<file path="src/common/psmc_pkg.sv">
// Package: constants and types shared by the power source mode controller
package psmc_pkg;
  // Register byte offsets
  localparam logic [3:0] ADDR_CTRL = 4'h0;  // Control bits
  localparam logic [3:0] ADDR_STAT = 4'h4;  // Live status
  localparam logic [3:0] ADDR_IRQ  = 4'h8;  // Sticky events, write one to clear
  localparam logic [3:0] ADDR_MASK = 4'hc;  // Event enable mask
  // Control field positions
  localparam int CTRL_AUTO_DIS = 0;  // Disable automatic source selector
  localparam int CTRL_BOD_EN   = 1;  // Brownout detector enable
  localparam int CTRL_WAKE_EN  = 2;  // Wake pin enable
  localparam int CTRL_FLD_WAKE = 3;  // Field wakes from deep power-down
  localparam int CTRL_SLEEP    = 4;  // Request sleep
  localparam int CTRL_DPD      = 5;  // Request deep power-down
  localparam int CTRL_BOFF     = 6;  // Request battery-off
  localparam int CTRL_SWRST    = 7;  // Software reset request
  localparam int CTRL_CORE_EN  = 8;  // Core regulator enable
  localparam int CTRL_ANA_EN   = 9;  // Analog regulator enable
  localparam int CTRL_W        = 10;
  localparam logic [9:0] CTRL_RST = 10'h300;  // Both regulators enabled
  // Event bit positions
  localparam int EV_BOD   = 0;  // Brownout
  localparam int EV_FIELD = 1;  // Field appeared
  localparam int EV_WAKE  = 2;  // Left deep power-down
  localparam int EV_W     = 3;
  // Wake pin low time and clock
  localparam int WAKE_LOW_NS = 100000;  // 100 us
  localparam int CLK_NS      = 100;     // 10 MHz
  localparam int WAKE_CYC    = (WAKE_LOW_NS + CLK_NS - 1) / CLK_NS;
  localparam logic [10:0] WAKE_CYC_M1 = 11'(WAKE_CYC - 1);
  localparam int SEQ_CYC = 4;  // Cycles between sequencer steps
  localparam logic [2:0] SEQ_CYC_M1 = 3'(SEQ_CYC - 1);
  // Power mode states, one-hot
  typedef enum logic [6:0] {
    ST_OFF   = 7'h01,  // Battery-off, switches open
    ST_CORE  = 7'h02,  // Starting core regulator
    ST_ANA   = 7'h04,  // Starting analog regulator
    ST_ACT   = 7'h08,  // Active
    ST_SLEEP = 7'h10,  // Sleep or deep-sleep
    ST_DPD   = 7'h20,  // Deep power-down
    ST_BOFF  = 7'h40   // Going to battery-off
  } psmc_state_e;
endpackage

</file>
<file path="src/design/psmc_wake_filter.sv">
// Wake pin low-time qualifier for deep power-down exit
`timescale 1ns/10ps
module psmc_wake_filter import psmc_pkg::*; #(
  parameter int CW = 11  // Counter width
) (
  input wire logic i_ref_clk,
  input wire logic i_rst_b,
  input wire logic i_arm,       // Deep power-down with pin wake enabled
  input wire logic i_pin,       // Wake pin level
  output logic o_wake           // Pin held low long enough
);
  logic [CW-1:0] cnt;       // Low-time counter
  logic [CW-1:0] next_cnt;
  logic armed;              // Pin seen high while armed
  logic next_armed;
  logic hit;
  logic next_hit;

  // Count low time only after the pin was high, so a pin already low does not wake
  always_comb begin
    next_cnt = '0;
    next_armed = armed & i_arm;
    next_hit = 1'b0;
    if (i_arm && i_pin) begin
      next_armed = 1'b1;
    end
    if (i_arm && armed && !i_pin) begin
      if (cnt == CW'(WAKE_CYC_M1)) begin
        next_hit = 1'b1;
        next_cnt = cnt;
      end else begin
        next_cnt = cnt + 1'b1;
      end
    end
  end

  // Register only
  always_ff @(posedge i_ref_clk or negedge i_rst_b) begin
    if (!i_rst_b) begin
      cnt <= '0;
      armed <= 1'b0;
      hit <= 1'b0;
    end else begin
      cnt <= next_cnt;
      armed <= next_armed;
      hit <= next_hit;
    end
  end
  assign o_wake = hit;

  // The counter must have run its full span on a low pin; a deep history buffer would cost far more
  a_wake_short: assert property (@(posedge i_ref_clk) disable iff (!i_rst_b)
    $rose(hit) |-> $past(cnt) == CW'(WAKE_CYC_M1) && !$past(i_pin))
    else $error("Wake accepted on a short low pulse");
endmodule // psmc_wake_filter

</file>
<file path="src/design/psmc_top.sv">
// Power source selection, power mode sequencing and reset generation
//
// Chosen here: the Avalon-MM register port and the register offsets.
`timescale 1ns/10ps
// Overview of operation
// - Battery switch open until reset edge or field
// - Battery above threshold wins, else field
// - Low battery with field present uses field
// - Battery loss switches to field at once
// - Selector disable forces battery, comparator off
// - Field present closes field power switch
// - Without field, command opens battery switch
// - Five modes drive domain power
// - Enabled brownout below 1.8 V interrupts
// - Separate core and analog regulator enables
// - Reset from pin, watchdog, software
// - Sequencer: core, analog, release after oscillator
// - Deep power-down regulators off; sleep keeps them
// - Leave deep power-down on listed events
module psmc_top import psmc_pkg::*; (
  input wire logic i_ref_clk,          // Always-on timer oscillator clock
  input wire logic i_rst_b,            // Power-on reset, active low
  input wire logic i_bat_ok,           // Battery above 1.72 V comparator
  input wire logic i_field_ok,         // Field rectified input present
  input wire logic i_field_gt_bat,     // Field voltage above battery
  input wire logic i_aon_low,          // Always-on domain below 1.8 V
  input wire logic i_ext_reset_pin_b,  // External reset pin, low resets
  input wire logic i_wake_pin,         // Deep power-down wake pin
  input wire logic i_wdt_rst,          // Watchdog reset request
  input wire logic i_rtc_match,        // Timer preset match
  input wire logic i_sysosc_ok,        // System oscillator stable
  input wire logic i_wake_event,       // Other enabled sleep wake event
  input wire logic [3:0] i_avs_address,
  input wire logic i_avs_read,
  input wire logic i_avs_write,
  input wire logic [31:0] i_avs_writedata,
  output logic [31:0] o_avs_readdata,
  output logic o_avs_waitrequest,
  output logic o_battery_power_switch,  // Closed when high
  output logic o_field_power_switch,    // Closed when high
  output logic o_cmp_en,                // Source selector comparator enable
  output logic o_always_on_domain,      // Always-on domain powered
  output logic o_core_regulator,        // Core regulator enable
  output logic o_analog_regulator,      // Analog regulator enable
  output logic o_sys_rst_b,             // System reset, active low
  output logic o_irq                    // Level interrupt
);
  // Reset synchroniser
  logic rst_s1;
  logic rst_s2;
  always_ff @(posedge i_ref_clk or negedge i_rst_b) begin
    if (!i_rst_b) begin
      rst_s1 <= 1'b0;
      rst_s2 <= 1'b0;
    end else begin
      rst_s1 <= 1'b1;
      rst_s2 <= rst_s1;
    end
  end
  logic rst_b;
  assign rst_b = rst_s2;

  // Registers and state
  psmc_state_e state;
  psmc_state_e next_state;
  logic [CTRL_W-1:0] ctrl;      // Control register
  logic [CTRL_W-1:0] next_ctrl;
  logic [EV_W-1:0] irq_stat;    // Sticky events
  logic [EV_W-1:0] next_irq_stat;
  logic [EV_W-1:0] irq_mask;    // Event mask
  logic [EV_W-1:0] next_irq_mask;
  logic [2:0] seq_cnt;          // Sequencer step timer
  logic [2:0] next_seq_cnt;
  logic pin_q;                  // Reset pin previous level
  logic field_q;                // Field previous level
  logic bat_sw;
  logic next_bat_sw;
  logic fld_sw;
  logic next_fld_sw;
  logic cmp_en;
  logic next_cmp_en;
  logic aon;
  logic next_aon;
  logic core_on;
  logic next_core_on;
  logic ana_on;
  logic next_ana_on;
  logic sys_rst_b;
  logic next_sys_rst_b;
  logic irq;
  logic next_irq;
  logic [31:0] rdata;
  logic [31:0] next_rdata;
  logic wait_q;                 // Waitrequest, low for one cycle per access
  logic next_wait_q;
  logic wake_hit;               // Qualified wake pin

  // Wake pin qualifier, armed only in deep power-down with wake enabled
  psmc_wake_filter #(.CW(11)) u_wake (
    .i_ref_clk(i_ref_clk),
    .i_rst_b(rst_b),
    .i_arm(state == ST_DPD && ctrl[CTRL_WAKE_EN]),
    .i_pin(i_wake_pin),
    .o_wake(wake_hit)
  );

  // Edge detectors run on the always-on clock, never the system clock
  logic pin_rise;
  logic field_rise;
  assign pin_rise = i_ext_reset_pin_b & ~pin_q;
  assign field_rise = i_field_ok & ~field_q;

  // Bus access takes effect on the cycle waitrequest is low
  logic acc;
  logic wr;
  assign acc = (i_avs_read | i_avs_write) & ~wait_q;
  assign wr = i_avs_write & ~wait_q;

  // Power mode sequencer
  always_comb begin
    next_state = state;
    next_seq_cnt = seq_cnt;
    case (state)
      ST_OFF: begin
        // Stay dark until the reset pin rises or a field appears
        if (pin_rise || i_field_ok) begin
          next_state = ST_CORE;
          next_seq_cnt = '0;
        end
      end
      ST_CORE: begin
        // Give the core regulator time before the analog one
        next_seq_cnt = seq_cnt + 1'b1;
        if (seq_cnt == SEQ_CYC_M1) begin
          next_state = ST_ANA;
          next_seq_cnt = '0;
        end
      end
      ST_ANA: begin
        if (i_sysosc_ok) begin
          next_state = ST_ACT;
        end
      end
      ST_ACT: begin
        if (ctrl[CTRL_BOFF] && !i_field_ok) begin
          next_state = ST_BOFF;
        end else if (ctrl[CTRL_DPD]) begin
          next_state = ST_DPD;
        end else if (ctrl[CTRL_SLEEP]) begin
          next_state = ST_SLEEP;
        end
      end
      ST_SLEEP: begin
        if (i_wake_event || i_rtc_match || !i_ext_reset_pin_b) begin
          next_state = ST_ACT;
        end
      end
      ST_DPD: begin
        // Any listed event restarts the regulators through the sequencer
        if (!i_ext_reset_pin_b || i_rtc_match || wake_hit ||
            (ctrl[CTRL_FLD_WAKE] && field_rise)) begin
          next_state = ST_CORE;
          next_seq_cnt = '0;
        end
      end
      ST_BOFF: begin
        next_state = ST_OFF;
      end
      default: begin
        next_state = ST_OFF;
      end
    endcase
  end

  // Switches, domains, regulators and system reset
  always_comb begin
    next_fld_sw = i_field_ok;
    next_cmp_en = ~ctrl[CTRL_AUTO_DIS];
    next_bat_sw = 1'b0;
    if (state != ST_OFF && state != ST_BOFF) begin
      if (ctrl[CTRL_AUTO_DIS]) begin
        next_bat_sw = 1'b1;
      end else begin
        // Battery wins when good; field takes over on the next edge after it fails, if the field is above the battery
        next_bat_sw = i_bat_ok | ~(i_field_ok & i_field_gt_bat);
      end
    end
    if (state == ST_BOFF) begin
      next_bat_sw = 1'b0;
    end
    // Field switch follows the field alone; battery priority lives in the battery switch
    next_aon = (state != ST_OFF && state != ST_BOFF) || i_field_ok;
    next_core_on = ctrl[CTRL_CORE_EN] &&
                   (state == ST_CORE || state == ST_ANA || state == ST_ACT || state == ST_SLEEP);
    next_ana_on = ctrl[CTRL_ANA_EN] && (state == ST_ANA || state == ST_ACT || state == ST_SLEEP);
    next_sys_rst_b = (state == ST_ACT || state == ST_SLEEP) && i_ext_reset_pin_b &&
                     !i_wdt_rst && !ctrl[CTRL_SWRST];
  end

  // Register file and events
  always_comb begin
    next_ctrl = ctrl;
    next_irq_mask = irq_mask;
    next_irq_stat = irq_stat;
    next_rdata = rdata;
    next_wait_q = (i_avs_read | i_avs_write) & wait_q;
    // Mode requests self-clear once acted on; software reset is a pulse
    next_ctrl[CTRL_SWRST] = 1'b0;
    if (state != ST_ACT) begin
      next_ctrl[CTRL_SLEEP] = 1'b0;
      next_ctrl[CTRL_DPD] = 1'b0;
      next_ctrl[CTRL_BOFF] = 1'b0;
    end
    if (wr) begin
      case (i_avs_address)
        ADDR_CTRL: next_ctrl = i_avs_writedata[CTRL_W-1:0];
        ADDR_IRQ: next_irq_stat = irq_stat & ~i_avs_writedata[EV_W-1:0];
        ADDR_MASK: next_irq_mask = i_avs_writedata[EV_W-1:0];
        default: begin
        end
      endcase
    end
    // Load on the first cycle of a read so the word stands when waitrequest drops
    if (i_avs_read && wait_q) begin
      case (i_avs_address)
        ADDR_CTRL: next_rdata = {22'h0, ctrl};
        ADDR_STAT: next_rdata = {25'h0, state};
        ADDR_IRQ: next_rdata = {29'h0, irq_stat};
        ADDR_MASK: next_rdata = {29'h0, irq_mask};
        default: next_rdata = 32'h0;
      endcase
    end
    // Set wins over a same-cycle clear
    if (ctrl[CTRL_BOD_EN] && i_aon_low) begin
      next_irq_stat[EV_BOD] = 1'b1;
    end
    if (field_rise) begin
      next_irq_stat[EV_FIELD] = 1'b1;
    end
    if (state == ST_DPD && next_state == ST_CORE) begin
      next_irq_stat[EV_WAKE] = 1'b1;
    end
    next_irq = |(next_irq_stat & next_irq_mask);
  end

  // Register every group; waitrequest drops after one wait cycle
  always_ff @(posedge i_ref_clk or negedge rst_b) begin
    if (!rst_b) begin
      state <= ST_OFF;
      seq_cnt <= '0;
      pin_q <= 1'b1;
      field_q <= 1'b0;
      ctrl <= CTRL_RST;
      irq_stat <= '0;
      irq_mask <= '0;
      bat_sw <= 1'b0;
      fld_sw <= 1'b0;
      cmp_en <= 1'b0;
      aon <= 1'b0;
      core_on <= 1'b0;
      ana_on <= 1'b0;
      sys_rst_b <= 1'b0;
      irq <= 1'b0;
      rdata <= '0;
      wait_q <= 1'b1;
    end else begin
      state <= next_state;
      seq_cnt <= next_seq_cnt;
      pin_q <= i_ext_reset_pin_b;
      field_q <= i_field_ok;
      ctrl <= next_ctrl;
      irq_stat <= next_irq_stat;
      irq_mask <= next_irq_mask;
      bat_sw <= next_bat_sw;
      fld_sw <= next_fld_sw;
      cmp_en <= next_cmp_en;
      aon <= next_aon;
      core_on <= next_core_on;
      ana_on <= next_ana_on;
      sys_rst_b <= next_sys_rst_b;
      irq <= next_irq;
      rdata <= next_rdata;
      wait_q <= ~next_wait_q | acc;
    end
  end

  assign o_avs_readdata = rdata;
  assign o_avs_waitrequest = wait_q;
  assign o_battery_power_switch = bat_sw;
  assign o_field_power_switch = fld_sw;
  assign o_cmp_en = cmp_en;
  assign o_always_on_domain = aon;
  assign o_core_regulator = core_on;
  assign o_analog_regulator = ana_on;
  assign o_sys_rst_b = sys_rst_b;
  assign o_irq = irq;

  // Checks
  a_off_open: assert property (@(posedge i_ref_clk) disable iff (!rst_b)
    state == ST_OFF |=> !bat_sw) else $error("Battery switch closed before trigger");
  a_bat_prio: assert property (@(posedge i_ref_clk) disable iff (!rst_b)
    (state == ST_ACT && i_bat_ok) |=> bat_sw && (fld_sw == $past(i_field_ok)))
    else $error("Battery not preferred");
  a_field_use: assert property (@(posedge i_ref_clk) disable iff (!rst_b)
    (state == ST_ACT && !ctrl[CTRL_AUTO_DIS] && !i_bat_ok && i_field_ok && i_field_gt_bat) |=> fld_sw && !bat_sw)
    else $error("Field not used on low battery");
  a_force_bat: assert property (@(posedge i_ref_clk) disable iff (!rst_b)
    (state == ST_ACT && ctrl[CTRL_AUTO_DIS]) |=> bat_sw && !cmp_en) else $error("Forced battery not applied");
  a_boff_dark: assert property (@(posedge i_ref_clk) disable iff (!rst_b)
    state == ST_BOFF |=> state == ST_OFF ##1 !bat_sw) else $error("Battery-off did not open switch");
  a_bod_irq: assert property (@(posedge i_ref_clk) disable iff (!rst_b)
    (ctrl[CTRL_BOD_EN] && i_aon_low) |=> irq_stat[EV_BOD]) else $error("Brownout event lost");
  a_dpd_ldo: assert property (@(posedge i_ref_clk) disable iff (!rst_b)
    $past(state) == ST_DPD |-> !core_on && !ana_on) else $error("Regulator on in deep power-down");
  a_swrst_out: assert property (@(posedge i_ref_clk) disable iff (!rst_b)
    ctrl[CTRL_SWRST] |=> !sys_rst_b) else $error("Software reset not issued");
  c_wake_dpd: cover property (@(posedge i_ref_clk) disable iff (!rst_b) state == ST_DPD ##1 state == ST_CORE);
  c_boot: cover property (@(posedge i_ref_clk) disable iff (!rst_b) state == ST_ANA ##1 state == ST_ACT);
  c_boff: cover property (@(posedge i_ref_clk) disable iff (!rst_b) state == ST_BOFF);
endmodule // psmc_top

</file>
<file path="config.mk">
export PLATFORM = sky130hd
export DESIGN_NAME = psmc_top
export DESIGN_NICKNAME = d
export VERILOG_FILES = /design/src/common/psmc_pkg.sv /design/src/design/psmc_wake_filter.sv /design/src/design/psmc_top.sv
export SDC_FILE = /design/constraint.sdc
export NUM_CORES = 1
export LEC_CHECK = 0
export BUFFER_PORTS_ARGS = -buffer_cell sky130_fd_sc_hd__buf_2
export CORE_ASPECT_RATIO = 2
export CORE_MARGIN = 8
export CORE_UTILIZATION = 42
export DETAILED_ROUTE_END_ITERATION = 10
export PLACE_DENSITY = 0.75
export RECOVER_POWER = 100
export SYNTH_ARGS = -nofsm -noshare
export SYNTH_HDL_FRONTEND = slang
export SYNTH_SLANG_ARGS = --single-unit
</file>
<file path="constraint.sdc">
create_clock -name i_ref_clk -period 1.8 [get_ports i_ref_clk]
set_input_delay 0.36 -clock i_ref_clk [delete_from_list [all_inputs] [get_ports i_ref_clk]]
set_output_delay 0.36 -clock i_ref_clk [all_outputs]
set_load 0.05 [all_outputs]
</file>
==> flow_summary.ini <==
[floorplan]
die_area_mm2 = 0.0106
fp.dieW_um = 77.0
io-pin-count = 91
die_h_um = 138
coreArea_mm2 = 0.00721
start_util = 0.433
rows = 44

[global_routing]
grt_usage = 0.146
antenna_found_initial = 0
grt_pass1_vias = 2512
grt_max_degree = 60
overflow = 0
grt_pass1_wl_mm = 12.0

[drt]
ant_nets = 0
drt-pass1-iter-count = 4
vias = 2417
routed_wl_mm = 7.57
routedWlPerCell_um = 16.2
drt_iter0_markers = 138
drc = 0
viasPerCell = 5.18

[setup_path]
crit_end = o_sys_rst_b
r2r_cells = 5
crit_path_end_kind = flip-flop
timing.rr.start = state[6]
path_max_fanout = 5
r2r-end = o_sys_rst_b
r2r_slack_ps = 20
required_ps = 2030
crit_arrival_ps = 2020
startpoint_type = flip-flop
path_class = flip-flop to flip-flop
startpoint = state[6]

[synthesis]
syn_area_mm2 = 0.00312
synth.top_cell.area_share = 0.449
synth_cells = 294
synth_area_leaders = dfrtp_1 45%, buf_4 5.5%, dfstp_2 4.2%
synth_xor_area_frac = 0.0364
synthAdderAreaFrac = 0.00801
synth_mux_area_frac = 0.0621
synth-main-ff-cell = dfrtp_1
synth_edf_count = 0
ys_seq_area_frac = 0.491
synth_area_leader_cell = dfrtp_1
synthSimpleGateAreaFrac = 0.183
ys_types = 60
synth-warning-count = 0
synth_seq_cells = 61
async_flop_share = 1.00
syn_area_per_cell_um2 = 10.6
synth_compound_area_frac = 0.125
synth_top_family_by_area = simple AND/OR/NAND/NOR gates

[cts]
cts-root-buf = clkbuf_16
max-clock-path-buffers = 2
cts_tree = done
numCtsBuffers = 9
clk_pin_slew_ps = 50
clk_latency_ps = 330
cts.sinks = 61
cts.htree.levels = 3

[sta]
period_share = 0.991
setup_ws_ps = 15.8
tightest_slew_ps = 1310
rsz0062_at_grt = true
max_slew_margin = 0.124
slew_viol_final = 0
fin_skew_ps = 8.73
finalSetupViolations = 0
fmax_mhz = 560
timing.hold.ws_ps = 149
min_period_ps = 1780
hold_viol = 0

[power_and_ir_drop]
total_leakage_power_nw = 1.73
p_per_area_mw_per_mm2 = 1150
total_power_mw = 4.44
vdd_ir_drop_max_uv = 502

[cells_and_area]
final_area_mm2 = 0.00384
multi_input_area_mm2 = 0.00142
diodes = 0
syn2layout_area_growth_pct = 23.0
drive_above_1_share = 0.251
layout.nets = 422
ff_latch_area_mm2 = 0.00153
fillers = 667

[min_path]
hold_path_class = primary input to flip-flop
min_from = i_ext_reset_pin_b

[placed_design]
post_dp_cell_area_mm2 = 0.00357
hpwlAfterDp_mm = 5.76
pre_cts_ws_ps = -85.2
place_congestion = 0.911
port_buffers = 46

[run_status]
outcome = completed

[flow_run]
drv_cap = 0
through the flow:
stage,TNS (ps),util,cells
after global placement,-289,0.494,448
after CTS,-9.39,0.543,467
final,0,0.533,467
after global routing,-247,0.533,467
after detailed placement,-344,0.494,448
after floorplan,-254,-,315
power breakdown:
part	internal, mW	switching, mW	total [mW]	leakage (nW)
Combinational	0.391	0.695	1.09	0.800
Clock	1.15	0.572	1.72	0.144
Sequential	1.54	0.0930	1.63	0.786
Total	3.08	1.36	4.44	1.73
per-layer routing:
metal | wire (um) | share of wire | vias up | GRT usage
li1 | - | - | 1159 | -
met1 | 2650 | 0.35 | 1192 | 0.128
met2 | 4410 | 0.58 | 53 | 0.282
met3 | 330 | 0.044 | 13 | 0.0435
met4 | 172 | 0.023 | 0 | 0.0867
met5 | 0 | 0 | - | 0
logic make-up after synthesis:
logic type               after synthesis
AO/OA/AOI/OAI                         54
XOR/XNOR                              13
adder cells (fa/ha/maj)                2
buffers and inverters                 49
flip-flops                            61
multiplexers                          15
other                                  2
AND/OR/NAND/NOR                       98
worst max-delay path, cell delays in order, from the launching register on:
cell and delay, ps:
dfrtp_1 410, buf_6 130, or4_4 460, or3_4 380
and2b_1 180, nor4_2 130
area by class of cell:
class                           count  share of cell area
Tap cell                           92              0.0299
Sequential cell                    61               0.399
Clock buffer                       15              0.0697
Timing Repair Buffer               79               0.111
Multi-Input combinational cell    205               0.369
Clock inverter                      1             0.00781
Inverter                           14              0.0137
flip-flops by register name, summed over array words and instances (netlist names), 3 cells and up:
register        cells
state               7
o_avs_readdata     10
irq_stat            3
seq_cnt             3
ctrl               10
irq_mask            3
u_wake.cnt         11
cell usage in the layout, fill, tap and decap left out, types with 4 or more instances in the layout:
cell	n
dfrtp_1	55
buf_2	27
clkbuf_16	9
a22o_1	6
clkbuf_1	30
buf_4	21
nand2_1	22
nor2_1	19
nor3_1	7
mux2i_1	7
o21ai_0	10
nand3_1	6
xnor2_1	10
nor2b_1	4
nand2b_1	4
nand4_1	5
and3_1	4
inv_1	14
a21oi_1	5
o31ai_1	5
conb_1	23
cell usage after synthesis (3+ instances only):
cell type   n
a41oi_1     3
nand2_1    22
or3_1       3
o31ai_1     5
and2_1      3
nand4_1     5
mux2i_1     7
dfrtp_1    56
dfstp_2     5
clkbuf_1    7
a22o_1      6
mux4_2      3
and3_1      4
xor2_1      3
buf_4      23
a21oi_1     5
nand2b_1    4
nor2b_1     4
o21ai_0    12
nor3_1      8
xnor2_1    10
nor2_1     20
inv_1      14
o22ai_1     3
mux2_2      5
nand3_1     6
repair_timing:
item                       in CTS  in global routing
pin swaps                       0                  3
resized for setup               7                  5
hold buffers                    1                  0
hold endpoints to repair        2                  0
setup endpoints to repair       9                  7
buffers inserted                2                  0
how the worst min path moves through the flow:
| stage | endpoint | slack (ps) | depth (start not counted) |
|---|---|---|---|
| floorplan | rst_b | 60 | 0 |
| global placement | rst_s1 | 150 | 1 |
| detailed placement | rst_s1 | 150 | 1 |
| CTS | pin_q | 150 | 1 |
| global route | pin_q | 150 | 1 |
| finish | pin_q | 150 | 1 |
No activity file was read; power rests on OpenSTA's default activity.
